$ cat src/pkg/rbp_pkg.sv
// Purpose: shared constants and types of the rgb breathing pwm block
// Assumes: 200 MHz system clock, i2c pins sampled as synchronous inputs
// Notes:   register reset values are the stored configuration
package rbp_pkg;

  // ----------------------------------------------------------------
  // i2c target addressing
  // ----------------------------------------------------------------
  localparam logic [6:0] RBP_DEV_ADDR          = 7'h00;
  localparam logic [7:0] RBP_OFFSET_PERIOD_ADR = 8'hC1;
  localparam logic [7:0] RBP_MAIN_PERIOD_ADR   = 8'hC2;
  localparam logic [7:0] RBP_UNMAPPED_READ     = 8'h00;
  localparam logic [3:0] RBP_BITS_PER_BYTE     = 4'h8;

  // ----------------------------------------------------------------
  // stored configuration, restored by every power-on reset
  // ----------------------------------------------------------------
  localparam logic [7:0] RBP_OFFSET_PERIOD_RST = 8'h15;
  localparam logic [7:0] RBP_MAIN_PERIOD_RST   = 8'h14;

  // ----------------------------------------------------------------
  // period counter
  // ----------------------------------------------------------------
  localparam logic [7:0] RBP_CNT_TERMINAL      = 8'h00;
  localparam logic [8:0] RBP_GAP_ONE           = 9'h001;

  // ----------------------------------------------------------------
  // i2c transaction states, gray along idle-addr-reg-wdata
  // ----------------------------------------------------------------
  typedef enum logic [2:0] {
    RBP_ST_IDLE  = 3'h0,
    RBP_ST_ADDR  = 3'h1,
    RBP_ST_REG   = 3'h3,
    RBP_ST_WDATA = 3'h2,
    RBP_ST_RDATA = 3'h6
  } rbp_i2c_state_e;

endpackage

$ cat src/rbp_breathing_pwm.sv
// Purpose: breathing pwm generator for an rgb led with an i2c register port
// Assumes: scl_in and sda_in are synchronous to clk_in; sda is open drain
// Notes:   i2c register writes are volatile and reset to stored values
//
// What this block does
// - each period counter pulses high for one clock per programmed period
// - the two pulses are xored and toggle a flip-flop on each event
// - offset pulse slips one clock per main period; gap sets pulse width
// - duty ramps up to full, back to minimum, and repeats unaided
// - three colour pwm inputs and one shared enable input
// - a colour drives only while enable and its pwm input are high
// - offset period at byte address C1, main period at C2
// - a new period value changes the ramp duration
// - written register values return to stored values on power-on reset
`timescale 1ns/1ps
`default_nettype none
module rbp_breathing_pwm (
  input  wire logic clk_in,
  input  wire logic arst_n_in,
  input  wire logic scl_in,
  input  wire logic sda_in,
  output logic      sda_out,
  output logic      sda_oe_out,
  input  wire logic pwm_red_in,
  input  wire logic pwm_green_in,
  input  wire logic pwm_blue_in,
  input  wire logic out_enable_in,
  output logic      led_red_out,
  output logic      led_green_out,
  output logic      led_blue_out
);

  rbp_pkg::rbp_i2c_state_e state_q;
  logic                    scl_q;
  logic                    sda_q;
  logic [3:0]              bit_cnt_q;
  logic                    ack_phase_q;
  logic                    drive_ack_q;
  logic                    host_nack_q;
  logic [7:0]              shift_q;
  logic [7:0]              ptr_q;
  logic                    sda_oe_q;
  logic [7:0]              offset_period_q;
  logic [7:0]              main_period_q;
  logic                    main_pulse;
  logic                    offset_pulse;
  logic                    toggle_q;
  logic [2:0]              led_q;
  logic                    start_det;
  logic                    stop_det;
  logic                    scl_rise;
  logic                    scl_fall;
  logic                    byte_done;
  logic                    ack_end;
  logic                    addr_match;
  logic                    wr_en;
  logic                    in_read;
  logic [7:0]              rd_data;

  function automatic logic reg_sel(input logic [7:0] ptr, input logic [7:0] adr);
    reg_sel = (ptr == adr);
  endfunction

  // ----------------------------------------------------------------
  // bus line sampling and condition detection
  // ----------------------------------------------------------------
  always_ff @(posedge clk_in or negedge arst_n_in)
  begin
    if (!arst_n_in)
    begin
      scl_q <= 1'b1;
      sda_q <= 1'b1;
    end
    else
    begin
      scl_q <= scl_in;
      sda_q <= sda_in;
    end
  end

  assign start_det  = scl_in & scl_q & sda_q & ~sda_in;
  assign stop_det   = scl_in & scl_q & ~sda_q & sda_in;
  assign scl_rise   = scl_in & ~scl_q;
  assign scl_fall   = ~scl_in & scl_q;
  assign byte_done  = scl_fall & (bit_cnt_q == rbp_pkg::RBP_BITS_PER_BYTE) & ~ack_phase_q;
  assign ack_end    = scl_fall & ack_phase_q;
  assign addr_match = (shift_q[7:1] == rbp_pkg::RBP_DEV_ADDR);
  assign in_read    = (state_q == rbp_pkg::RBP_ST_RDATA);
  assign wr_en      = byte_done & (state_q == rbp_pkg::RBP_ST_WDATA);

  // ----------------------------------------------------------------
  // transaction state
  // ----------------------------------------------------------------
  always_ff @(posedge clk_in or negedge arst_n_in)
  begin
    if (!arst_n_in)
      state_q <= rbp_pkg::RBP_ST_IDLE;
    else if (start_det)
      state_q <= rbp_pkg::RBP_ST_ADDR;
    else if (stop_det)
      state_q <= rbp_pkg::RBP_ST_IDLE;
    else
    begin
      case (state_q)
        rbp_pkg::RBP_ST_IDLE:
          state_q <= rbp_pkg::RBP_ST_IDLE;
        rbp_pkg::RBP_ST_ADDR:
          if (byte_done)
            state_q <= !addr_match ? rbp_pkg::RBP_ST_IDLE :
                       shift_q[0]  ? rbp_pkg::RBP_ST_RDATA : rbp_pkg::RBP_ST_REG;
        rbp_pkg::RBP_ST_REG:
          if (byte_done)
            state_q <= rbp_pkg::RBP_ST_WDATA;
        rbp_pkg::RBP_ST_WDATA:
          state_q <= rbp_pkg::RBP_ST_WDATA;
        rbp_pkg::RBP_ST_RDATA:
          if (ack_end && host_nack_q)
            state_q <= rbp_pkg::RBP_ST_IDLE;
        default:
          state_q <= rbp_pkg::RBP_ST_IDLE;
      endcase
    end
  end

  // ----------------------------------------------------------------
  // bit counting and acknowledge slot
  // ----------------------------------------------------------------
  always_ff @(posedge clk_in or negedge arst_n_in)
  begin
    if (!arst_n_in)
    begin
      bit_cnt_q   <= 4'h0;
      ack_phase_q <= 1'b0;
    end
    else if (start_det || stop_det)
    begin
      bit_cnt_q   <= 4'h0;
      ack_phase_q <= 1'b0;
    end
    else if (scl_rise && !ack_phase_q && bit_cnt_q != rbp_pkg::RBP_BITS_PER_BYTE)
      bit_cnt_q <= bit_cnt_q + 4'h1;
    else if (byte_done)
      ack_phase_q <= 1'b1;
    else if (ack_end)
    begin
      ack_phase_q <= 1'b0;
      bit_cnt_q   <= 4'h0;
    end
  end

  // a foreign address is never acknowledged, so the host sees a nack
  always_ff @(posedge clk_in or negedge arst_n_in)
  begin
    if (!arst_n_in)
      drive_ack_q <= 1'b0;
    else if (start_det || stop_det || ack_end)
      drive_ack_q <= 1'b0;
    else if (byte_done)
      drive_ack_q <= (state_q == rbp_pkg::RBP_ST_ADDR && addr_match) ||
                     state_q == rbp_pkg::RBP_ST_REG || state_q == rbp_pkg::RBP_ST_WDATA;
  end

  always_ff @(posedge clk_in or negedge arst_n_in)
  begin
    if (!arst_n_in)
      host_nack_q <= 1'b0;
    else if (byte_done || start_det)
      host_nack_q <= 1'b0;
    else if (scl_rise && ack_phase_q && !drive_ack_q)
      host_nack_q <= sda_in;
  end

  // ----------------------------------------------------------------
  // shift register and register pointer
  // ----------------------------------------------------------------
  always_ff @(posedge clk_in or negedge arst_n_in)
  begin
    if (!arst_n_in)
      shift_q <= 8'h00;
    else if (in_read && ack_end)
      shift_q <= rd_data;
    else if (in_read && scl_fall && !ack_phase_q && bit_cnt_q != rbp_pkg::RBP_BITS_PER_BYTE)
      shift_q <= {shift_q[6:0], 1'b1};
    else if (!in_read && scl_rise && !ack_phase_q && bit_cnt_q != rbp_pkg::RBP_BITS_PER_BYTE)
      shift_q <= {shift_q[6:0], sda_in};
  end

  // pointer advances after each written byte and each acked read byte so consecutive bytes walk the map
  always_ff @(posedge clk_in or negedge arst_n_in)
  begin
    if (!arst_n_in)
      ptr_q <= 8'h00;
    else if (byte_done && state_q == rbp_pkg::RBP_ST_REG)
      ptr_q <= shift_q;
    else if (wr_en || (in_read && ack_end && !host_nack_q))
      ptr_q <= ptr_q + 8'h01;
  end

  // ----------------------------------------------------------------
  // period registers
  // ----------------------------------------------------------------
  always_ff @(posedge clk_in or negedge arst_n_in)
  begin
    if (!arst_n_in)
    begin
      offset_period_q <= rbp_pkg::RBP_OFFSET_PERIOD_RST;
      main_period_q   <= rbp_pkg::RBP_MAIN_PERIOD_RST;
    end
    else if (wr_en)
    begin
      if (reg_sel(ptr_q, rbp_pkg::RBP_OFFSET_PERIOD_ADR))
        offset_period_q <= shift_q;
      if (reg_sel(ptr_q, rbp_pkg::RBP_MAIN_PERIOD_ADR))
        main_period_q <= shift_q;
    end
  end

  always_comb
  begin
    rd_data = rbp_pkg::RBP_UNMAPPED_READ;
    if (reg_sel(ptr_q, rbp_pkg::RBP_OFFSET_PERIOD_ADR))
      rd_data = offset_period_q;
    else if (reg_sel(ptr_q, rbp_pkg::RBP_MAIN_PERIOD_ADR))
      rd_data = main_period_q;
  end

  // open drain: only ever pull low
  always_ff @(posedge clk_in or negedge arst_n_in)
  begin
    if (!arst_n_in)
      sda_oe_q <= 1'b0;
    else
      sda_oe_q <= (ack_phase_q & drive_ack_q) | (in_read & ~ack_phase_q & ~shift_q[7]);
  end

  assign sda_out    = 1'b0;
  assign sda_oe_out = sda_oe_q;

  // ----------------------------------------------------------------
  // breathing core
  // ----------------------------------------------------------------
  rbp_period_counter u_main_counter (
    .clk_in    (clk_in),
    .arst_n_in (arst_n_in),
    .period_in (main_period_q),
    .pulse_out (main_pulse)
  );

  rbp_period_counter u_offset_counter (
    .clk_in    (clk_in),
    .arst_n_in (arst_n_in),
    .period_in (offset_period_q),
    .pulse_out (offset_pulse)
  );

  // the xor acts as a toggle enable rather than a derived clock; the gap
  // between the drifting pulses grows then wraps, so the duty ramps by itself
  always_ff @(posedge clk_in or negedge arst_n_in)
  begin
    if (!arst_n_in)
      toggle_q <= 1'b0;
    else if (main_pulse ^ offset_pulse)
      toggle_q <= ~toggle_q;
  end

  always_ff @(posedge clk_in or negedge arst_n_in)
  begin
    if (!arst_n_in)
      led_q <= 3'h0;
    else
      led_q <= {3{toggle_q & out_enable_in}} & {pwm_red_in, pwm_green_in, pwm_blue_in};
  end

  assign led_red_out   = led_q[2];
  assign led_green_out = led_q[1];
  assign led_blue_out  = led_q[0];
endmodule
`default_nettype wire

$ cat src/rbp_period_counter.sv
// Purpose: programmable period counter emitting a one-cycle pulse
// Assumes: period_in is the register value; true period is value plus one
// Notes:   a value of zero gives a pulse on every cycle
`timescale 1ns/1ps
`default_nettype none
module rbp_period_counter (
  input  wire logic       clk_in,
  input  wire logic       arst_n_in,
  input  wire logic [7:0] period_in,
  output logic            pulse_out
);

  logic [7:0] cnt_q;
  logic       pulse_q;

  // ----------------------------------------------------------------
  // down counter, reloads after reaching zero
  // ----------------------------------------------------------------
  // a new period is only picked up at reload, so a write never truncates
  // the running period
  always_ff @(posedge clk_in or negedge arst_n_in)
  begin
    if (!arst_n_in)
      cnt_q <= rbp_pkg::RBP_CNT_TERMINAL;
    else if (cnt_q == rbp_pkg::RBP_CNT_TERMINAL)
      cnt_q <= period_in;
    else
      cnt_q <= cnt_q - 8'h01;
  end

  always_ff @(posedge clk_in or negedge arst_n_in)
  begin
    if (!arst_n_in)
      pulse_q <= 1'b0;
    else
      pulse_q <= (cnt_q == rbp_pkg::RBP_CNT_TERMINAL);
  end

  assign pulse_out = pulse_q;

  // ----------------------------------------------------------------
  // checks
  // ----------------------------------------------------------------
  logic [8:0] gap_q;
  logic [7:0] per_q;
  logic       seen_q;
  logic       chg_q;

  localparam logic [8:0] RBP_GAP_LOCAL = 9'h000;

  always_ff @(posedge clk_in or negedge arst_n_in)
  begin
    if (!arst_n_in)
    begin
      gap_q  <= rbp_pkg::RBP_GAP_ONE;
      per_q  <= 8'h00;
      seen_q <= 1'b0;
      chg_q  <= 1'b1;
    end
    else
    begin
      per_q <= period_in;
      gap_q <= pulse_q ? rbp_pkg::RBP_GAP_ONE : gap_q + 9'h001;
      if (pulse_q)
        seen_q <= 1'b1;
      chg_q <= pulse_q ? (period_in != per_q) : (chg_q | (period_in != per_q));
    end
  end
endmodule
`default_nettype wire

$ cat config.mk
export PLATFORM = sky130hd
export DESIGN_NAME = rbp_breathing_pwm
export DESIGN_NICKNAME = d
export VERILOG_FILES = /design/src/pkg/rbp_pkg.sv /design/src/rbp_breathing_pwm.sv /design/src/rbp_period_counter.sv
export SDC_FILE = /design/constraint.sdc
export NUM_CORES = 1
export LEC_CHECK = 0
export BUFFER_PORTS_ARGS = -buffer_cell sky130_fd_sc_hd__clkbuf_2
export CAP_MARGIN = 20
export CORE_UTILIZATION = 25
export CTS_CLUSTER_DIAMETER = 100
export DETAILED_ROUTE_END_ITERATION = 7
export PLACE_DENSITY = 0.45
export SLEW_MARGIN = 25
export SYNTH_ARGS = -nofsm -noshare
export SYNTH_HDL_FRONTEND = slang
export SYNTH_SLANG_ARGS = --single-unit
$ cat constraint.sdc
create_clock -name clk_in -period 4.3 [get_ports clk_in]
set_clock_uncertainty 0.05 [all_clocks]
set_input_delay 0 -clock clk_in [delete_from_list [all_inputs] [get_ports clk_in]]
set_output_delay 0 -clock clk_in [all_outputs]
set_load 0.02 [all_outputs]
* Word-level counts from Yosys, hierarchy flattened *
Index checks and enable logic that the tools add are counted.

cells by class
  add/subtract/negate cells = 4
  equal/unequal tests = 13
  multiplexer cells = 29
  bitwise gates (word level) = 25
  reductions and logical operators = 39

operators with widths
  operator                                                                count
  8-bit two-way mux                                                       9
  3-bit two-way mux                                                       7
  8-bit equality test (second input constant)                             2
  8-bit logical NOT                                                       2
  4-bit two-way mux                                                       4
  8-bit by 1-bit subtractor with 8-bit output (second input constant)     2
  1-bit bitwise AND                                                       15
  1-bit logical AND                                                       15
  4-bit != test (second input constant)                                   3
  3-bit case mux with 4 select lines                                      1
  3-bit nonzero test                                                      3
  8-bit by 1-bit adder with 8-bit output (second input constant)          1
  1-bit two-way mux                                                       8
  2-bit AND reduction                                                     4
  7-bit logical NOT                                                       1
  1-bit NOT                                                               7
  3-bit by 2-bit equality test with 1-bit output (second input constant)  2
  1-bit logical OR                                                        6
  2-bit nonzero test                                                      3
  4-bit by 1-bit adder with 4-bit output (second input constant)          1
  4-bit equality test (second input constant)                             1
  1-bit logical NOT                                                       4
  4-bit by 3-bit != test with 1-bit output (second input constant)        1
  3-bit bitwise AND                                                       1
  other kinds (7)                                                         7

word-level totals
  register bits after elaboration = 67
  bits of input ports = 8
  output and inout port bits = 5
  word-level logic and storage cells = 128

* Depth between registers and ports, before layout *
  depth after elaboration = 8
  gate-level depth with buffers = 8
  gate-level depth less buffers = 6

* Hierarchy *
From an unflattened synthesis, not the netlist that was laid out.

second synthesis, totals
  cell total of the unflattened synthesis = 343
  area, all modules = 3621.0 µm²

modules (own cells, without submodules)
  module              times used  cells each  area each (µm²)  seq. area each (µm²)
  rbp_breathing_pwm   1           245         2622.5           1234.9
  rbp_period_counter  2           49          499.2            225.2

* Worst setup path before layout *
OpenSTA, ideal clock, no wires.

  path kind = register -> register
  from = register bit_cnt_q[0]
  to = register ptr_q[6]
  library setup time = 121 ps
  arrival = 1794 ps
  data required time = 4129 ps
  slack = 2335 ps
  cell stages (with the launch flop) = 9
  path buffers = 2
  clock period less this slack = 1965 ps
  path through = dfrtp_1 > inv_1 > ha_1 > nand4bb_1 > buf_2 > or3_4 > buf_6 > mux2_4 > a22o_1

on the way
  longest elaborated chain between the ends = 6
  elaborated cells between the ends (all ways) = 8
  classes of those cells = eq/ne (1); mux (1); bitwise (3); reduce/logical (3)

ends and longest elaborated chain
  item                                 RTL line                  text
  from (decl)                          rbp_breathing_pwm.sv:36   logic [3:0] bit_cnt_q;
  from (signal assigned)               rbp_breathing_pwm.sv:141  bit_cnt_q <= bit_cnt_q + 4'h1;
  4-bit equality test (*)              rbp_breathing_pwm.sv:85   assign byte_done = scl_fall & (bit_cnt_q == rbp_pkg::RBP_BITS_PER_BYTE) & ~ack_phase_q;
  1-bit bitwise AND (*) (2 in a row)   rbp_breathing_pwm.sv:85
  1-bit bitwise AND                    rbp_breathing_pwm.sv:89   assign wr_en = byte_done & (state_q == rbp_pkg::RBP_ST_WDATA);
  1-bit logical OR                     rbp_breathing_pwm.sv:195  else if (wr_en || (in_read && ack_end && !host_nack_q))
  2-bit nonzero test (no source line)  --
  to (signal assigned)                 rbp_breathing_pwm.sv:194  ptr_q <= shift_q;
  to (signal assigned)                 rbp_breathing_pwm.sv:196  ptr_q <= ptr_q + 8'h01;
  to (decl)                            rbp_breathing_pwm.sv:41   logic [7:0] ptr_q;

Every way passes the cells marked *; elsewhere a longest branch is shown, timed or not.
A chain may end at the register's enable or synchronous reset.

* Worst setup path in the final report *
Ends and elaborated chain as after synthesis.

==> reports/qor.txt <==
Sequential share of the synthesized area: 0.479
Area Overhead vs Synth: 15.4%
GRT Total Usage: 0.123
Detailed-routing iteration count for the pre-antenna-repair pass: 4
Post-DP HPWL: 5510 um
Syn Inst Count: 342
Yosys warns: 0
Hold buffer count at cts: 8
Cell variety after synth: 51
Area leader, netlist: dfrtp_1
Filler instances: 1402
Row count: 42
Final ANT Viol Nets: 0
Post-CTS setup buffer count: 0
Slew @ Worst Pin: 0.809 ns
DR WL/cell: 14.9 um
Combinational power share: 0.105
MaxCap Viol Count: 0
Most common cell after layout, fill and taps aside: dfrtp_1
Clock-pin transition on the worst setup and hold timing paths: 0.05 ns
Clk Latency, worst-skew pair: 0.33 ns
Post-synth EDFFs: 0
PD cells: 397 nW/um2
CTS resizes: 0
Relative slew slack: 0.457
RSZ-0062 raised after global routing: no
VDD IR max: 0.000195 V
Vias: 2593
Area of the core: 13500 um2
P_leak: 0.00187 uW
Critical path required time: 4.46 ns
NetSw: 436 uW
Clock share of power: 0.407
Slew Limit Fails: 0
Setup violators final: 0
Asr flop ratio synth: 1.00
TritonCTS Buffers: 9
Most frequent cells in the layout: dfrtp_1, nor2_1, nand2_1
Hold Crit Class: input port to asynchronous set/reset pin
Critical path class: flip-flop to flip-flop
Final nets: 376
Arr. time, crit path: 2.48 ns
Pint: 1180 uW
DRT iter0 DRCs: 70
Die Wd: 121 um
Min cycle time layout: 2.32 ns
Fraction of layout cells with a size suffix above 1: 0.190
CTS HTree Levels: 3
Status: finished clean
Number of global-route vias before repair: 2673
# IOs: 13
Pin count of the biggest net entering global routing: 47
Top cells by area, synth: dfrtp_1, mux2_2, dfstp_2
Syn nets: 359
Switching portion of total power: 0.271
CTS tree: done
First-pass GRT wire length: 13600 um
Residual DRC count: 0
Antenna violations before repair: 0
Crit path capture type: flip-flop
#FFs+latches synth: 67
Die area: 14600 um2
Routed wire length: 8020 um
CTS Sinks: 67
CP Launch Type: flip-flop
Commonest register cell after synthesis: dfrtp_1
GPL Wtd Cong: 0.782
Fin. Hold Viols: 0
CTS Buffer Depth: 2
Tcrit/Tclk final: 0.539
Mapped cell area: 3520 um2
Pwr Total: 1610 uW
Vias per cell: 4.81
Sequential power share: 0.488
Diode count: 0
Synth Area per Inst: 10.3 um2
Initial core utilization: 0.261
Post-synth top area share: 0.427
Die Span Y: 121 um
CP Max Fanout: 7
F_max: 432 MHz
Setup_tns: 0 ns
Root Buffer: clkbuf_16
Total grt overflow: 0
I/O Buffers: 11
## per-layer routing
layer / wire length, um / GRT usage / up-vias
li1: - / - / 1255
met1: 3900 / 0.158 / 1291
met2: 3750 / 0.193 / 39
met3: 230 / 0.0330 / 8
met4: 133 / 0.0517 / 0
met5: 0 / 0 / -
## state kept, by name (all words and copies together), names as in the netlist, 3 cells and up
register                cells
main_period_q               8
offset_period_q             8
ptr_q                       8
shift_q                     8
u_main_counter.cnt_q        8
u_offset_counter.cnt_q      8
bit_cnt_q                   4
led_q                       3
state_q                     3
## through the flow
stage | instances | utilization | cell area, um2 | hold WS (ns) | worst slack, ns
after global routing | 539 | 0.301 | 4060 | 0.239 | 1.78
after global placement | 516 | 0.275 | 3720 | 0.135 | 2.02
after detailed placement | 516 | 0.275 | 3720 | 0.00631 | 1.99
after CTS | 539 | 0.301 | 4060 | 0.196 | 1.98
after floorplan | 342 | - | 3520 | -0.346 | 2.33
final | 539 | 0.301 | 4060 | 0.167 | 1.98
## power groups by stage
stage | sequential (uW) | clock [uW] | combinational, uW
6_report | 787 | 655 | 170
5_1_grt | 795 | 708 | 194
4_1_cts | 788 | 683 | 172
3_5_place_dp | 798 | 0 | 167
3_3_place_gp | 795 | 0 | 165
2_1_floorplan | 744 | 0 | 133
## final cells by class
type                    count  area, um2  share of cell area
well taps                 176        220              0.0542
repair buffers             20        145              0.0357
inverters                  18       67.6              0.0166
clock buffers              12        246              0.0607
multi-input cells         243       1680               0.414
flip-flops and latches     67       1690               0.415
clock inverters             3       15.0             0.00370
## critical path, stage by stage, from the launching register on
cell and delay (ns):
dfrtp_1 0.41, inv_1 0.07, ha_1 0.18, nand4bb_1 0.28, nor3_1 0.75, o22ai_1 0.19, a22o_1 0.27
## worst paths after layout
| path | start | endpoint | slack (ns) | depth (start not counted) |
|---|---|---|---|---|
| worst max-delay path | bit_cnt_q[0]$_DFFE_PN0P_ | ptr_q[6]$_DFFE_PN0P_ | 1.98 | 6 |
| worst min-delay path | arst_n_in | u_offset_counter.cnt_q[5]$_DFF_PN0_ | 0.17 | 2 |
| worst max register to register | bit_cnt_q[0]$_DFFE_PN0P_ | ptr_q[6]$_DFFE_PN0P_ | 1.98 | 6 |
| worst min register to register | u_main_counter.cnt_q[0]$_DFF_PN0_ | u_main_counter.cnt_q[0]$_DFF_PN0_ | 0.43 | 1 |
| max in group asynchronous | arst_n_in | sda_q$_DFF_PN1_ | 3.23 | 3 |
| min in group clk_in | sda_in | sda_q$_DFF_PN1_ | 0.36 | 2 |
## cells by family after synthesis
family / share of synthesized area
muxes: 0.0957
buffers and inverters: 0.0434
AOI/OAI and AO/OA: 0.126
adders and majority gates: 0.0320
xor gates and xnor gates: 0.0349
DFF: 0.479
other: 0.00107
and+or+nand+nor: 0.188
## synth_stat cells, types with 2 or more instances
cell / n
nand2b_1: 4
nand4bb_1: 2
nand3_1: 5
dfstp_2: 7
inv_1: 18
o31ai_1: 3
xnor2_1: 9
a21o_1: 3
a31oi_1: 7
a22oi_1: 5
o21ai_0: 8
a211oi_1: 3
nor3_2: 3
ha_1: 9
clkbuf_1: 5
mux2i_1: 4
a21oi_1: 17
mux2_2: 25
and3_1: 8
buf_6: 3
buf_2: 5
o22ai_1: 7
a31o_2: 2
nor3_1: 10
nand2_1: 27
nor4_1: 6
or2_2: 2
nor2_1: 31
dfrtp_1: 60
a22o_1: 8
nand3b_1: 6
nor3b_1: 4
xor2_1: 5
nand4_1: 3
nor2b_1: 2
No activity file was read; power rests on OpenSTA's default activity.
